## src/xpc_pkg.sv

```systemverilog
package xpc_pkg;
  // Lane layout
  localparam int LANES  = 8;
  localparam int LANE_W = 9;
  localparam int BUS_W  = 72;
  localparam int DATA_W = 64;
  localparam int ADDR_W = 9;
  localparam int AXI_AW = 11;

  // Local register word indices
  localparam logic [8:0]  REG_CTRL   = 9'h1f0;
  localparam logic [8:0]  REG_STAT   = 9'h1f1;
  localparam logic [8:0]  REG_TXCNT  = 9'h1f2;
  localparam logic [8:0]  REG_RXDROP = 9'h1f3;
  localparam logic [4:0]  LOCAL_PAGE = 5'h1f;
  localparam logic [8:0]  PMA_TOP    = 9'h07f;

  // Field positions and reset values
  localparam int          CTRL_TXEN    = 0;
  localparam logic [31:0] CTRL_RST     = 32'h0000_0001;
  localparam int          ST_LOCK      = 0;
  localparam int          ST_HIBER     = 1;
  localparam int          ST_RSTBUSY   = 2;
  localparam int          ST_TXCLK_LSB = 8;

  // Timing
  localparam int  SYS_MHZ      = 250;
  localparam real LANE_CLK_MHZ = 156.25;
  localparam int  RXCLK_HALF   = 1;
  localparam int  RST_HOLD_NS  = 100;
  localparam int  RST_HOLD_CYC = (RST_HOLD_NS * SYS_MHZ + 999) / 1000;

  // Bus answers
  localparam logic [1:0] RESP_OKAY   = 2'h0;
  localparam logic [1:0] RESP_SLVERR = 2'h2;

  typedef enum logic [2:0] {
    ST_IDLE   = 3'h1,
    ST_WR_FWD = 3'h2,
    ST_RD_FWD = 3'h4
  } xpc_state_t;
endpackage : xpc_pkg

```

## src/xpc_sync.sv

```systemverilog
`timescale 1ns/100ps
`default_nettype none
module xpc_sync #(
  parameter int W = 1
) (
  input  wire logic         clk,
  input  wire logic         rst_n,
  input  wire logic [W-1:0] d,
  output logic      [W-1:0] q
);
  logic [W-1:0] meta_r;

  // Two-stage synchroniser, first stage read only by the second
  always_ff @(posedge clk or negedge rst_n) begin
    if (!rst_n) begin
      meta_r <= '0;
      q      <= '0;
    end else begin
      meta_r <= d;
      q      <= meta_r;
    end
  end
endmodule : xpc_sync
`default_nettype wire

```

## src/xpc_host_ports.sv

```systemverilog
// Functional notes
// - TX bus is 72 bits, eight 9-bit lanes
// - Unpack TX lanes into 64 data, 8 control
// - Pack RX data and control into lanes
// - Raise TX ready when channel accepts data
// - MAC ready gates RX valid, latency zero
// - PCS sources RX bus toward the MAC
// - Device outputs RX lane clock
// - Management reset rising edge resets PHY
// - Nine-bit word address, 32-bit data buses
// - Stall holds pending request unchanged
// - Bridge forwards commands to inner slaves
// - Status option brings out lock, error flags
// - External PMA option removes PMA region
// - Block lock follows block synchroniser
// - High error flag follows error monitor
`timescale 1ns/100ps
`default_nettype none
module xpc_host_ports #(
  parameter logic       ADD_STATUS_PINS = 1'b1,
  parameter logic       EXT_PMA_CTRL    = 1'b0,
  parameter logic [6:0] START_CHANNEL   = 7'h00
) (
  input  wire logic        CLK_SYS,
  input  wire logic        RESETN,
  input  wire logic        TX_LANE_CLK,
  input  wire logic [71:0] TX_LANE_BUS,
  input  wire logic        TX_LANE_VALID,
  output logic             TX_READY,
  output logic      [63:0] PCS_TX_DATA,
  output logic      [7:0]  PCS_TX_CTRL,
  output logic             PCS_TX_VALID,
  input  wire logic [63:0] PCS_RX_DATA,
  input  wire logic [7:0]  PCS_RX_CTRL,
  input  wire logic        PCS_RX_VALID,
  output logic      [71:0] RX_LANE_BUS,
  output logic             RX_LANE_VALID,
  input  wire logic        RX_LANE_READY,
  output logic             RX_LANE_CLK,
  input  wire logic        MGMT_RESET,
  output logic             PHY_RESET,
  input  wire logic        BLOCK_LOCK_IN,
  input  wire logic        HIGH_ERROR_RATE_IN,
  output logic             BLOCK_LOCK,
  output logic             HIGH_ERROR_RATE_FLAG,
  input  wire logic [10:0] S_AXI_AWADDR,
  input  wire logic        S_AXI_AWVALID,
  output logic             S_AXI_AWREADY,
  input  wire logic [31:0] S_AXI_WDATA,
  input  wire logic [3:0]  S_AXI_WSTRB,
  input  wire logic        S_AXI_WVALID,
  output logic             S_AXI_WREADY,
  output logic      [1:0]  S_AXI_BRESP,
  output logic             S_AXI_BVALID,
  input  wire logic        S_AXI_BREADY,
  input  wire logic [10:0] S_AXI_ARADDR,
  input  wire logic        S_AXI_ARVALID,
  output logic             S_AXI_ARREADY,
  output logic      [31:0] S_AXI_RDATA,
  output logic      [1:0]  S_AXI_RRESP,
  output logic             S_AXI_RVALID,
  input  wire logic        S_AXI_RREADY,
  output logic      [8:0]  BR_ADDR,
  output logic      [31:0] BR_WDATA,
  output logic             BR_WRITE,
  output logic             BR_READ,
  input  wire logic [31:0] BR_RDATA,
  input  wire logic        BR_WAIT
);

  // Split a lane bus into {control, data}
  function automatic logic [71:0] unpack_lanes(input logic [71:0] bus);
    logic [71:0] r;
    r = '0;
    for (int k = 0; k < xpc_pkg::LANES; k++) begin
      r[8*k +: 8] = bus[9*k +: 8];
      r[64 + k]   = bus[9*k + 8];
    end
    return r;
  endfunction : unpack_lanes

  // Interleave data and control into nine-bit lanes
  function automatic logic [71:0] pack_lanes(input logic [63:0] d,
                                             input logic [7:0]  c);
    logic [71:0] r;
    r = '0;
    for (int k = 0; k < xpc_pkg::LANES; k++) begin
      r[9*k +: 8] = d[8*k +: 8];
      r[9*k + 8]  = c[k];
    end
    return r;
  endfunction : pack_lanes

  // Word index lies on the local page
  function automatic logic is_local(input logic [8:0] idx);
    return idx[8:4] == xpc_pkg::LOCAL_PAGE;
  endfunction : is_local

  // Word index names an implemented local register
  function automatic logic reg_known(input logic [8:0] idx);
    return is_local(idx) && idx[3:2] == 2'h0;
  endfunction : reg_known

  // Index may be forwarded over the bridge
  function automatic logic fwd_ok(input logic [8:0] idx);
    return !is_local(idx) && !(EXT_PMA_CTRL && idx <= xpc_pkg::PMA_TOP);
  endfunction : fwd_ok

  logic [3:0] sync_q;
  logic       mrst_d_r;
  logic       txclk_d_r;
  logic [7:0] rst_cnt_r;
  logic [7:0] rst_cnt_nxt;
  logic       tx_ready_r;
  logic [31:0] ctrl_r;
  logic [31:0] ctrl_nxt;
  logic [31:0] tx_cnt_r;
  logic [31:0] rx_drop_r;
  logic [7:0] txclk_cnt_r;
  logic       rx_valid_r;
  logic       rxclk_r;
  logic [3:0] rxdiv_r;
  logic       aw_have_r;
  logic       w_have_r;
  logic       ar_have_r;
  logic [8:0] aw_idx_r;
  logic [8:0] ar_idx_r;
  logic [31:0] w_data_r;
  logic [3:0] w_strb_r;
  logic       awready_r;
  logic       wready_r;
  logic       arready_r;
  logic       bvalid_r;
  logic       rvalid_r;
  xpc_pkg::xpc_state_t state_r;
  xpc_pkg::xpc_state_t state_nxt;

  // Pin inputs through two flip-flops
  xpc_sync #(.W(4)) u_sync (
    .clk   (CLK_SYS),
    .rst_n (RESETN),
    .d     ({HIGH_ERROR_RATE_IN, BLOCK_LOCK_IN, MGMT_RESET, TX_LANE_CLK}),
    .q     (sync_q)
  );

  wire txclk_s = sync_q[0];
  wire mrst_s  = sync_q[1];
  wire lock_s  = sync_q[2];
  wire hiber_s = sync_q[3];

  // Management reset edge starts a fixed reset pulse
  wire mrst_rise = mrst_s & ~mrst_d_r;
  assign rst_cnt_nxt = mrst_rise ? 8'(xpc_pkg::RST_HOLD_CYC) :
                       (rst_cnt_r != 8'h00) ? rst_cnt_r - 8'h01 : 8'h00;

  always_ff @(posedge CLK_SYS or negedge RESETN) begin
    if (!RESETN) begin
      mrst_d_r  <= 1'b0;
      rst_cnt_r <= 8'(xpc_pkg::RST_HOLD_CYC);
      PHY_RESET <= 1'b1;
    end else begin
      mrst_d_r  <= mrst_s;
      rst_cnt_r <= rst_cnt_nxt;
      PHY_RESET <= rst_cnt_nxt != 8'h00;
    end
  end

  // TX sink: accept only while ready, then unpack lanes
  wire        tx_take = TX_LANE_VALID & tx_ready_r;
  wire [71:0] tx_unp  = unpack_lanes(TX_LANE_BUS);
  assign TX_READY = tx_ready_r;

  always_ff @(posedge CLK_SYS or negedge RESETN) begin
    if (!RESETN) begin
      tx_ready_r   <= 1'b0;
      PCS_TX_VALID <= 1'b0;
      PCS_TX_DATA  <= '0;
      PCS_TX_CTRL  <= '0;
      tx_cnt_r     <= '0;
    end else begin
      tx_ready_r   <= ctrl_r[xpc_pkg::CTRL_TXEN] &
                      (rst_cnt_nxt == 8'h00);
      PCS_TX_VALID <= tx_take;
      tx_cnt_r     <= tx_cnt_r + 32'(tx_take);
      if (tx_take) begin
        PCS_TX_DATA <= tx_unp[63:0];
        PCS_TX_CTRL <= tx_unp[71:64];
      end
    end
  end

  // TX lane clock activity counter
  always_ff @(posedge CLK_SYS or negedge RESETN) begin
    if (!RESETN) begin
      txclk_d_r   <= 1'b0;
      txclk_cnt_r <= '0;
    end else begin
      txclk_d_r   <= txclk_s;
      txclk_cnt_r <= txclk_cnt_r + 8'(txclk_s & ~txclk_d_r);
    end
  end

  // RX source: output register holds while MAC stalls
  wire rx_room = ~rx_valid_r | RX_LANE_READY;
  wire rx_load = PCS_RX_VALID & rx_room;
  wire rx_drop = PCS_RX_VALID & ~rx_room;
  assign RX_LANE_VALID = rx_valid_r;

  always_ff @(posedge CLK_SYS or negedge RESETN) begin
    if (!RESETN) begin
      rx_valid_r  <= 1'b0;
      RX_LANE_BUS <= '0;
      rx_drop_r   <= '0;
    end else begin
      rx_valid_r <= rx_load | (rx_valid_r & ~RX_LANE_READY);
      rx_drop_r  <= rx_drop_r + 32'(rx_drop);
      if (rx_load) begin
        RX_LANE_BUS <= pack_lanes(PCS_RX_DATA, PCS_RX_CTRL);
      end
    end
  end

  // RX lane clock divided from the system clock
  assign RX_LANE_CLK = rxclk_r;

  always_ff @(posedge CLK_SYS or negedge RESETN) begin
    if (!RESETN) begin
      rxclk_r <= 1'b0;
      rxdiv_r <= '0;
    end else if (rxdiv_r == 4'(xpc_pkg::RXCLK_HALF - 1)) begin
      rxclk_r <= ~rxclk_r;
      rxdiv_r <= '0;
    end else begin
      rxdiv_r <= rxdiv_r + 4'h1;
    end
  end

  // Optional status pins
  always_ff @(posedge CLK_SYS or negedge RESETN) begin
    if (!RESETN) begin
      BLOCK_LOCK           <= 1'b0;
      HIGH_ERROR_RATE_FLAG <= 1'b0;
    end else begin
      BLOCK_LOCK           <= ADD_STATUS_PINS & lock_s;
      HIGH_ERROR_RATE_FLAG <= ADD_STATUS_PINS & hiber_s;
    end
  end

  // Register bus decode
  wire aw_take  = S_AXI_AWVALID & awready_r;
  wire w_take   = S_AXI_WVALID & wready_r;
  wire ar_take  = S_AXI_ARVALID & arready_r;
  wire idle     = state_r == xpc_pkg::ST_IDLE;
  wire wr_fire  = idle & aw_have_r & w_have_r & ~bvalid_r;
  wire rd_fire  = idle & ar_have_r & ~rvalid_r & ~wr_fire;
  wire wr_fwd   = wr_fire & fwd_ok(aw_idx_r);
  wire rd_fwd   = rd_fire & fwd_ok(ar_idx_r);
  wire wr_fend  = (state_r == xpc_pkg::ST_WR_FWD) & ~BR_WAIT;
  wire rd_fend  = (state_r == xpc_pkg::ST_RD_FWD) & ~BR_WAIT;
  wire wr_done  = (wr_fire & ~wr_fwd) | wr_fend;
  wire rd_done  = (rd_fire & ~rd_fwd) | rd_fend;
  wire ctrl_wr  = wr_fire & (aw_idx_r == xpc_pkg::REG_CTRL);
  wire [1:0] wr_resp = (wr_fend | reg_known(aw_idx_r)) ?
                       xpc_pkg::RESP_OKAY : xpc_pkg::RESP_SLVERR;
  wire [1:0] rd_resp = (rd_fend | reg_known(ar_idx_r)) ?
                       xpc_pkg::RESP_OKAY : xpc_pkg::RESP_SLVERR;
  wire [31:0] stat_word = {16'h0000, txclk_cnt_r, 5'h00,
                           rst_cnt_r != 8'h00, hiber_s, lock_s};
  wire [31:0] rd_local =
    (ar_idx_r == xpc_pkg::REG_CTRL)   ? ctrl_r    :
    (ar_idx_r == xpc_pkg::REG_STAT)   ? stat_word :
    (ar_idx_r == xpc_pkg::REG_TXCNT)  ? tx_cnt_r  :
    (ar_idx_r == xpc_pkg::REG_RXDROP) ? rx_drop_r : 32'h0000_0000;

  // Byte-lane merge for the control register
  always_comb begin
    ctrl_nxt = ctrl_r;
    for (int b = 0; b < 4; b++) begin
      if (ctrl_wr && w_strb_r[b]) begin
        ctrl_nxt[8*b +: 8] = w_data_r[8*b +: 8];
      end
    end
  end

  // Bridge sequencer
  always_comb begin
    case (state_r)
      xpc_pkg::ST_IDLE:   state_nxt = wr_fwd ? xpc_pkg::ST_WR_FWD :
                                      rd_fwd ? xpc_pkg::ST_RD_FWD :
                                      xpc_pkg::ST_IDLE;
      xpc_pkg::ST_WR_FWD: state_nxt = BR_WAIT ? xpc_pkg::ST_WR_FWD :
                                      xpc_pkg::ST_IDLE;
      xpc_pkg::ST_RD_FWD: state_nxt = BR_WAIT ? xpc_pkg::ST_RD_FWD :
                                      xpc_pkg::ST_IDLE;
      default:            state_nxt = xpc_pkg::ST_IDLE;
    endcase
  end

  // Address and data capture; ready low is the stall
  always_ff @(posedge CLK_SYS or negedge RESETN) begin
    if (!RESETN) begin
      aw_have_r <= 1'b0;
      w_have_r  <= 1'b0;
      ar_have_r <= 1'b0;
      awready_r <= 1'b1;
      wready_r  <= 1'b1;
      arready_r <= 1'b1;
      aw_idx_r  <= '0;
      ar_idx_r  <= '0;
      w_data_r  <= '0;
      w_strb_r  <= '0;
    end else begin
      aw_have_r <= aw_take | (aw_have_r & ~wr_done);
      w_have_r  <= w_take | (w_have_r & ~wr_done);
      ar_have_r <= ar_take | (ar_have_r & ~rd_done);
      awready_r <= ~(aw_take | (aw_have_r & ~wr_done));
      wready_r  <= ~(w_take | (w_have_r & ~wr_done));
      arready_r <= ~(ar_take | (ar_have_r & ~rd_done));
      if (aw_take) aw_idx_r <= S_AXI_AWADDR[10:2];
      if (ar_take) ar_idx_r <= S_AXI_ARADDR[10:2];
      if (w_take) begin
        w_data_r <= S_AXI_WDATA;
        w_strb_r <= S_AXI_WSTRB;
      end
    end
  end

  assign S_AXI_AWREADY = awready_r;
  assign S_AXI_WREADY  = wready_r;
  assign S_AXI_ARREADY = arready_r;
  assign S_AXI_BVALID  = bvalid_r;
  assign S_AXI_RVALID  = rvalid_r;

  // Forwarding, local registers and responses
  always_ff @(posedge CLK_SYS or negedge RESETN) begin
    if (!RESETN) begin
      state_r     <= xpc_pkg::ST_IDLE;
      ctrl_r      <= xpc_pkg::CTRL_RST;
      BR_ADDR     <= '0;
      BR_WDATA    <= '0;
      BR_WRITE    <= 1'b0;
      BR_READ     <= 1'b0;
      bvalid_r    <= 1'b0;
      rvalid_r    <= 1'b0;
      S_AXI_BRESP <= xpc_pkg::RESP_OKAY;
      S_AXI_RRESP <= xpc_pkg::RESP_OKAY;
      S_AXI_RDATA <= '0;
    end else begin
      state_r <= state_nxt;
      ctrl_r  <= ctrl_nxt;
      if (wr_fwd) begin
        BR_ADDR  <= aw_idx_r;
        BR_WDATA <= w_data_r;
      end else if (rd_fwd) begin
        BR_ADDR  <= ar_idx_r;
      end
      BR_WRITE <= wr_fwd | (BR_WRITE & BR_WAIT);
      BR_READ  <= rd_fwd | (BR_READ & BR_WAIT);
      if (wr_done) begin
        bvalid_r    <= 1'b1;
        S_AXI_BRESP <= wr_resp;
      end else if (S_AXI_BREADY) begin
        bvalid_r <= 1'b0;
      end
      if (rd_done) begin
        rvalid_r    <= 1'b1;
        S_AXI_RRESP <= rd_resp;
        S_AXI_RDATA <= rd_fend ? BR_RDATA : rd_local;
      end else if (S_AXI_RREADY) begin
        rvalid_r <= 1'b0;
      end
    end
  end

  // Checks
  localparam int RST_CHK_MAX = xpc_pkg::RST_HOLD_CYC + 2;
endmodule : xpc_host_ports
`default_nettype wire

```

## config.mk

```make
export PLATFORM = sky130hd
export DESIGN_NAME = xpc_host_ports
export DESIGN_NICKNAME = d
export VERILOG_FILES = /design/src/xpc_pkg.sv /design/src/xpc_sync.sv /design/src/xpc_host_ports.sv
export SDC_FILE = /design/constraint.sdc
export NUM_CORES = 1
export LEC_CHECK = 0
export ABC_AREA = 1
export BUFFER_PORTS_ARGS = -buffer_cell sky130_fd_sc_hd__buf_2
export CAP_MARGIN = 20
export CORE_AREA = 3 3 188 190
export DETAILED_ROUTE_END_ITERATION = 16
export DIE_AREA = 0 0 191 193
export PLACE_DENSITY = 0.79
export SYNTH_ARGS = -nofsm -noshare
export SYNTH_HDL_FRONTEND = slang
export SYNTH_HIERARCHICAL = 1
export SYNTH_SLANG_ARGS = --single-unit
```

## constraint.sdc

```tcl
create_clock -name CLK_SYS -period 5.2 [get_ports CLK_SYS]
set_clock_uncertainty 0.05 [all_clocks]
set_input_delay 0.52 -clock CLK_SYS [delete_from_list [all_inputs] [get_ports CLK_SYS]]
set_output_delay 0.52 -clock CLK_SYS [all_outputs]
set_load 0.01 [all_outputs]
```

==> reports/summary.txt <==
mux contribution to synthesized area = 0.05399
TritonCTS Buffers = 44
CP max stage cell = inv_2
Core Area = 33620 um2
largest net degree at the start of global routing = 112
post-layout util = 0.6620
FP Rows = 67
Async SR Flop Fraction = 1.000
total power draw = 10.13 mW
Hold Path End = u_sync/meta_r[0]
CTS tree = done
post-route ant nets = 0
DRC viols = 0
final worst-path cycle share = 0.5791
Hold WC Path Type = in2reg
worst-path fanout max = 27
internal reg-to-reg setup slack = 2.19 ns
simple logic cell fraction of the synthesized area = 0.2182
clk sink count = 419
unrepaired setup endpoints after global routing = no
PortBufs = 477
Die H = 193 um
synthesized-area fraction occupied by adder cells = 0.006940
area delta synth->final = 23.43%
post-layout minimum cycle time = 3.011 ns
dominant synthesized flop cell = dfrtp_1
Post-synth EDFFs = 0
Synth Instances = 1923
DPL Wire Length = 43040 um
Seq/Total Area, Yosys = 0.5822
GPL Wtd Cong = 0.9547
pwr/cell area = 455.4 nW/um2
register bit count reported by yosys = 419
Routed WL per cell = 20.01 um
Setup violations, final = 0
critical path's largest stage delay = 0.72 ns
initial core utilization = 0.5363
Crit. End Element = flop
global-route wire length before repair = 86400 um
largest family of logic cells by synthesized area = simple AND/OR/NAND/NOR gates
Worst Hold Launch = TX_LANE_CLK
die area = 36860 um2
GRT overflow = 0
CTS root buf = clkbuf_16
gr usage total = 0.3053
setup bufs post-CTS = 0
Worst R2R End = S_AXI_RDATA[5]
startpoint type of the worst setup path = flop
top-level I/O count = 484
vias in the first global route = 15100
Max Slew Vio Count = 0
Relative slew margins = 0.3771
Distinct cells, synth = 48
Fin. Hold Viols = 0
clk buf depth = 3
reg2reg start = state_r[0]
Detailed Route Iter0 Violations = 1199
Clk pin slew, worst setup/hold paths = 0.06 ns
Vias = 15310
Synth Area in Compound Gates = 0.05399
drt first pass iters = 5
Die W = 191 um
worst vdd ir = 0.3554 mV
WS Path Type = reg2reg
max cap viols = 0
Worst Reg-to-Reg Cells = 9
CP cell instances = nand3_2 -> nor2_2 -> nand3_4 -> nand3_2 -> nand2_2 -> inv_2 -> nor2_1 -> nand2_1 -> nand2_1
H-tree depth = 2
Skew-Pair Late Insertion Delay = 0.56 ns
Post-Synth XOR/XNOR Area = 0.03401
Leak = 11.98 nW
worst slew pin tran = 0.9333 ns
status = completed
total wire length = 57640 um
Mapped Avg Cell Area = 9.375 um2
initial antenna violation count = 22
CP arrival = 3.40 ns
NumNets Final = 2647
Via-to-Cell Ratio = 5.317
Worst Path Required = 5.59 ns
Fin Setup TNS = 0 ns
hold slack = 0.02014 ns
cell area after synthesis = 18030 um2
layout cells sized above 1 = 0.2874
worst hold path depth = 1
fmax = 332.1 MHz
Yosys warnings = 6
[synthesized netlist by cell type (7+ instances only)]
library cell  count  area share
inv_2            13      0.0027
o21ai_0          22      0.0061
nand2_1         591        0.12
nor2_1          161       0.034
a21oi_1          76       0.021
buf_2            21      0.0058
mux2_2           82       0.051
o21ai_1          72       0.020
ha_1             10      0.0069
nand3_1          77       0.021
xnor2_1          13      0.0063
inv_1           132       0.027
a21boi_0          7      0.0029
buf_4            14      0.0058
nand4_1          25      0.0087
nand3b_1         10      0.0042
nor3_1           29      0.0081
clkbuf_1         25      0.0052
xor2_1           57       0.028
buf_1            12      0.0025
dfstp_2           9       0.013
dfrtp_1         410        0.57
[state kept, by name, summed over array words and instances, names as in the netlist, 32 cells and up]
| name | flops |
|---|---|
| tx_cnt_r | 32 |
| RX_LANE_BUS | 72 |
| w_data_r | 32 |
| ctrl_r | 32 |
| rx_drop_r | 32 |
| BR_WDATA | 32 |
| PCS_TX_DATA | 64 |
| S_AXI_RDATA | 32 |
[routing by layer]
layer  part of all wire  up-vias  GRT usage
li1                   -     7064          -
met4              0.034       26     0.1022
met2               0.47      630     0.4744
met3              0.091      137    0.09835
met1               0.41     7455     0.4109
met5             0.0028        -          0
[per-stage QoR]
step	setup slack, ns	instance area, um2	std cells
2_1_floorplan	2.639	18030	1924
3_3_place_gp	2.286	20750	2788
3_5_place_dp	2.231	20750	2788
4_1_cts	2.168	22210	2869
5_1_grt	2.012	22230	2872
6_report	2.189	22250	2880
[cell usage in the layout (no fill, tap or decap), types with 4 or more instances in the layout]
| master | instances |
|---|---|
| nand4_1 | 25 |
| nand2_2 | 6 |
| inv_1 | 132 |
| dfrtp_1 | 410 |
| ha_1 | 10 |
| inv_2 | 13 |
| nor2_1 | 161 |
| nand4_2 | 4 |
| nand2_1 | 588 |
| dfstp_2 | 9 |
| nor3_1 | 29 |
| nor3_2 | 4 |
| xor2_1 | 57 |
| mux2_2 | 82 |
| nand3b_1 | 10 |
| mux2i_1 | 5 |
| xnor2_1 | 13 |
| buf_4 | 10 |
| o21ai_0 | 22 |
| clkbuf_8 | 13 |
| nand3_1 | 77 |
| or2_0 | 4 |
| clkinv_2 | 7 |
| clkbuf_1 | 10 |
| o21ai_1 | 72 |
| diode_2 | 10 |
| buf_2 | 476 |
| a21boi_0 | 7 |
| a21oi_1 | 76 |
| clkbuf_16 | 44 |
| nor2_2 | 6 |
[what timing repair did]
item | 4_1_cts | 5_1_grt
hold endpoints to repair | 4 | 0
hold buffers | 1 | 0
gates resized for setup | 0 | 0
[layout make-up]
type                            count  area [um2]
Antenna cell                       10       25.02
Multi-Input combinational cell   1286        6634
Sequential cell                   419       10500
Fill cell                        2697       11360
Clock inverter                     13       127.6
Timing Repair Buffer              491        2542
Inverter                          146       549.3
Clock buffer                       67        1318
Tap cell                          448       560.5
[worst max path at each step]
| stage | startpoint | endpoint | slack, ns | depth (start not counted) |
|---|---|---|---|---|
| 3_5_place_dp | state_r[0] | S_AXI_RDATA[5] | 2.23 | 9 |
| 2_1_floorplan | TX_LANE_VALID | tx_cnt_r[20] | 2.64 | 10 |
| 3_3_place_gp | state_r[0] | S_AXI_RDATA[5] | 2.29 | 9 |
| 6_report | state_r[0] | S_AXI_RDATA[5] | 2.19 | 9 |
| 5_1_grt | state_r[0] | S_AXI_RDATA[5] | 2.01 | 9 |
| 4_1_cts | state_r[0] | S_AXI_RDATA[5] | 2.17 | 9 |
[report_power, final]
group          switching (mW)  total, mW  internal, mW
clock network            1.33       3.14          1.81
registers               0.400       4.36          3.96
logic                    1.72       2.63         0.918
[cells by family after synthesis]
logic type,after synthesis
AO/OA/AOI/OAI,186
XOR/XNOR,70
adder cells (fa/ha/maj),10
buffers and inverters,219
flip-flops,419
multiplexers,87
other,1
AND/OR/NAND/NOR,931
[worst max-delay path, delay by kind of cell (launching register included)]
family | cells | cell delay, ns
DFF | 1 | 0.56
and+or+nand+nor | 8 | 1.52
buffers and inverters | 1 | 0.72
Note: power is estimated with default switching activity, not from simulation.
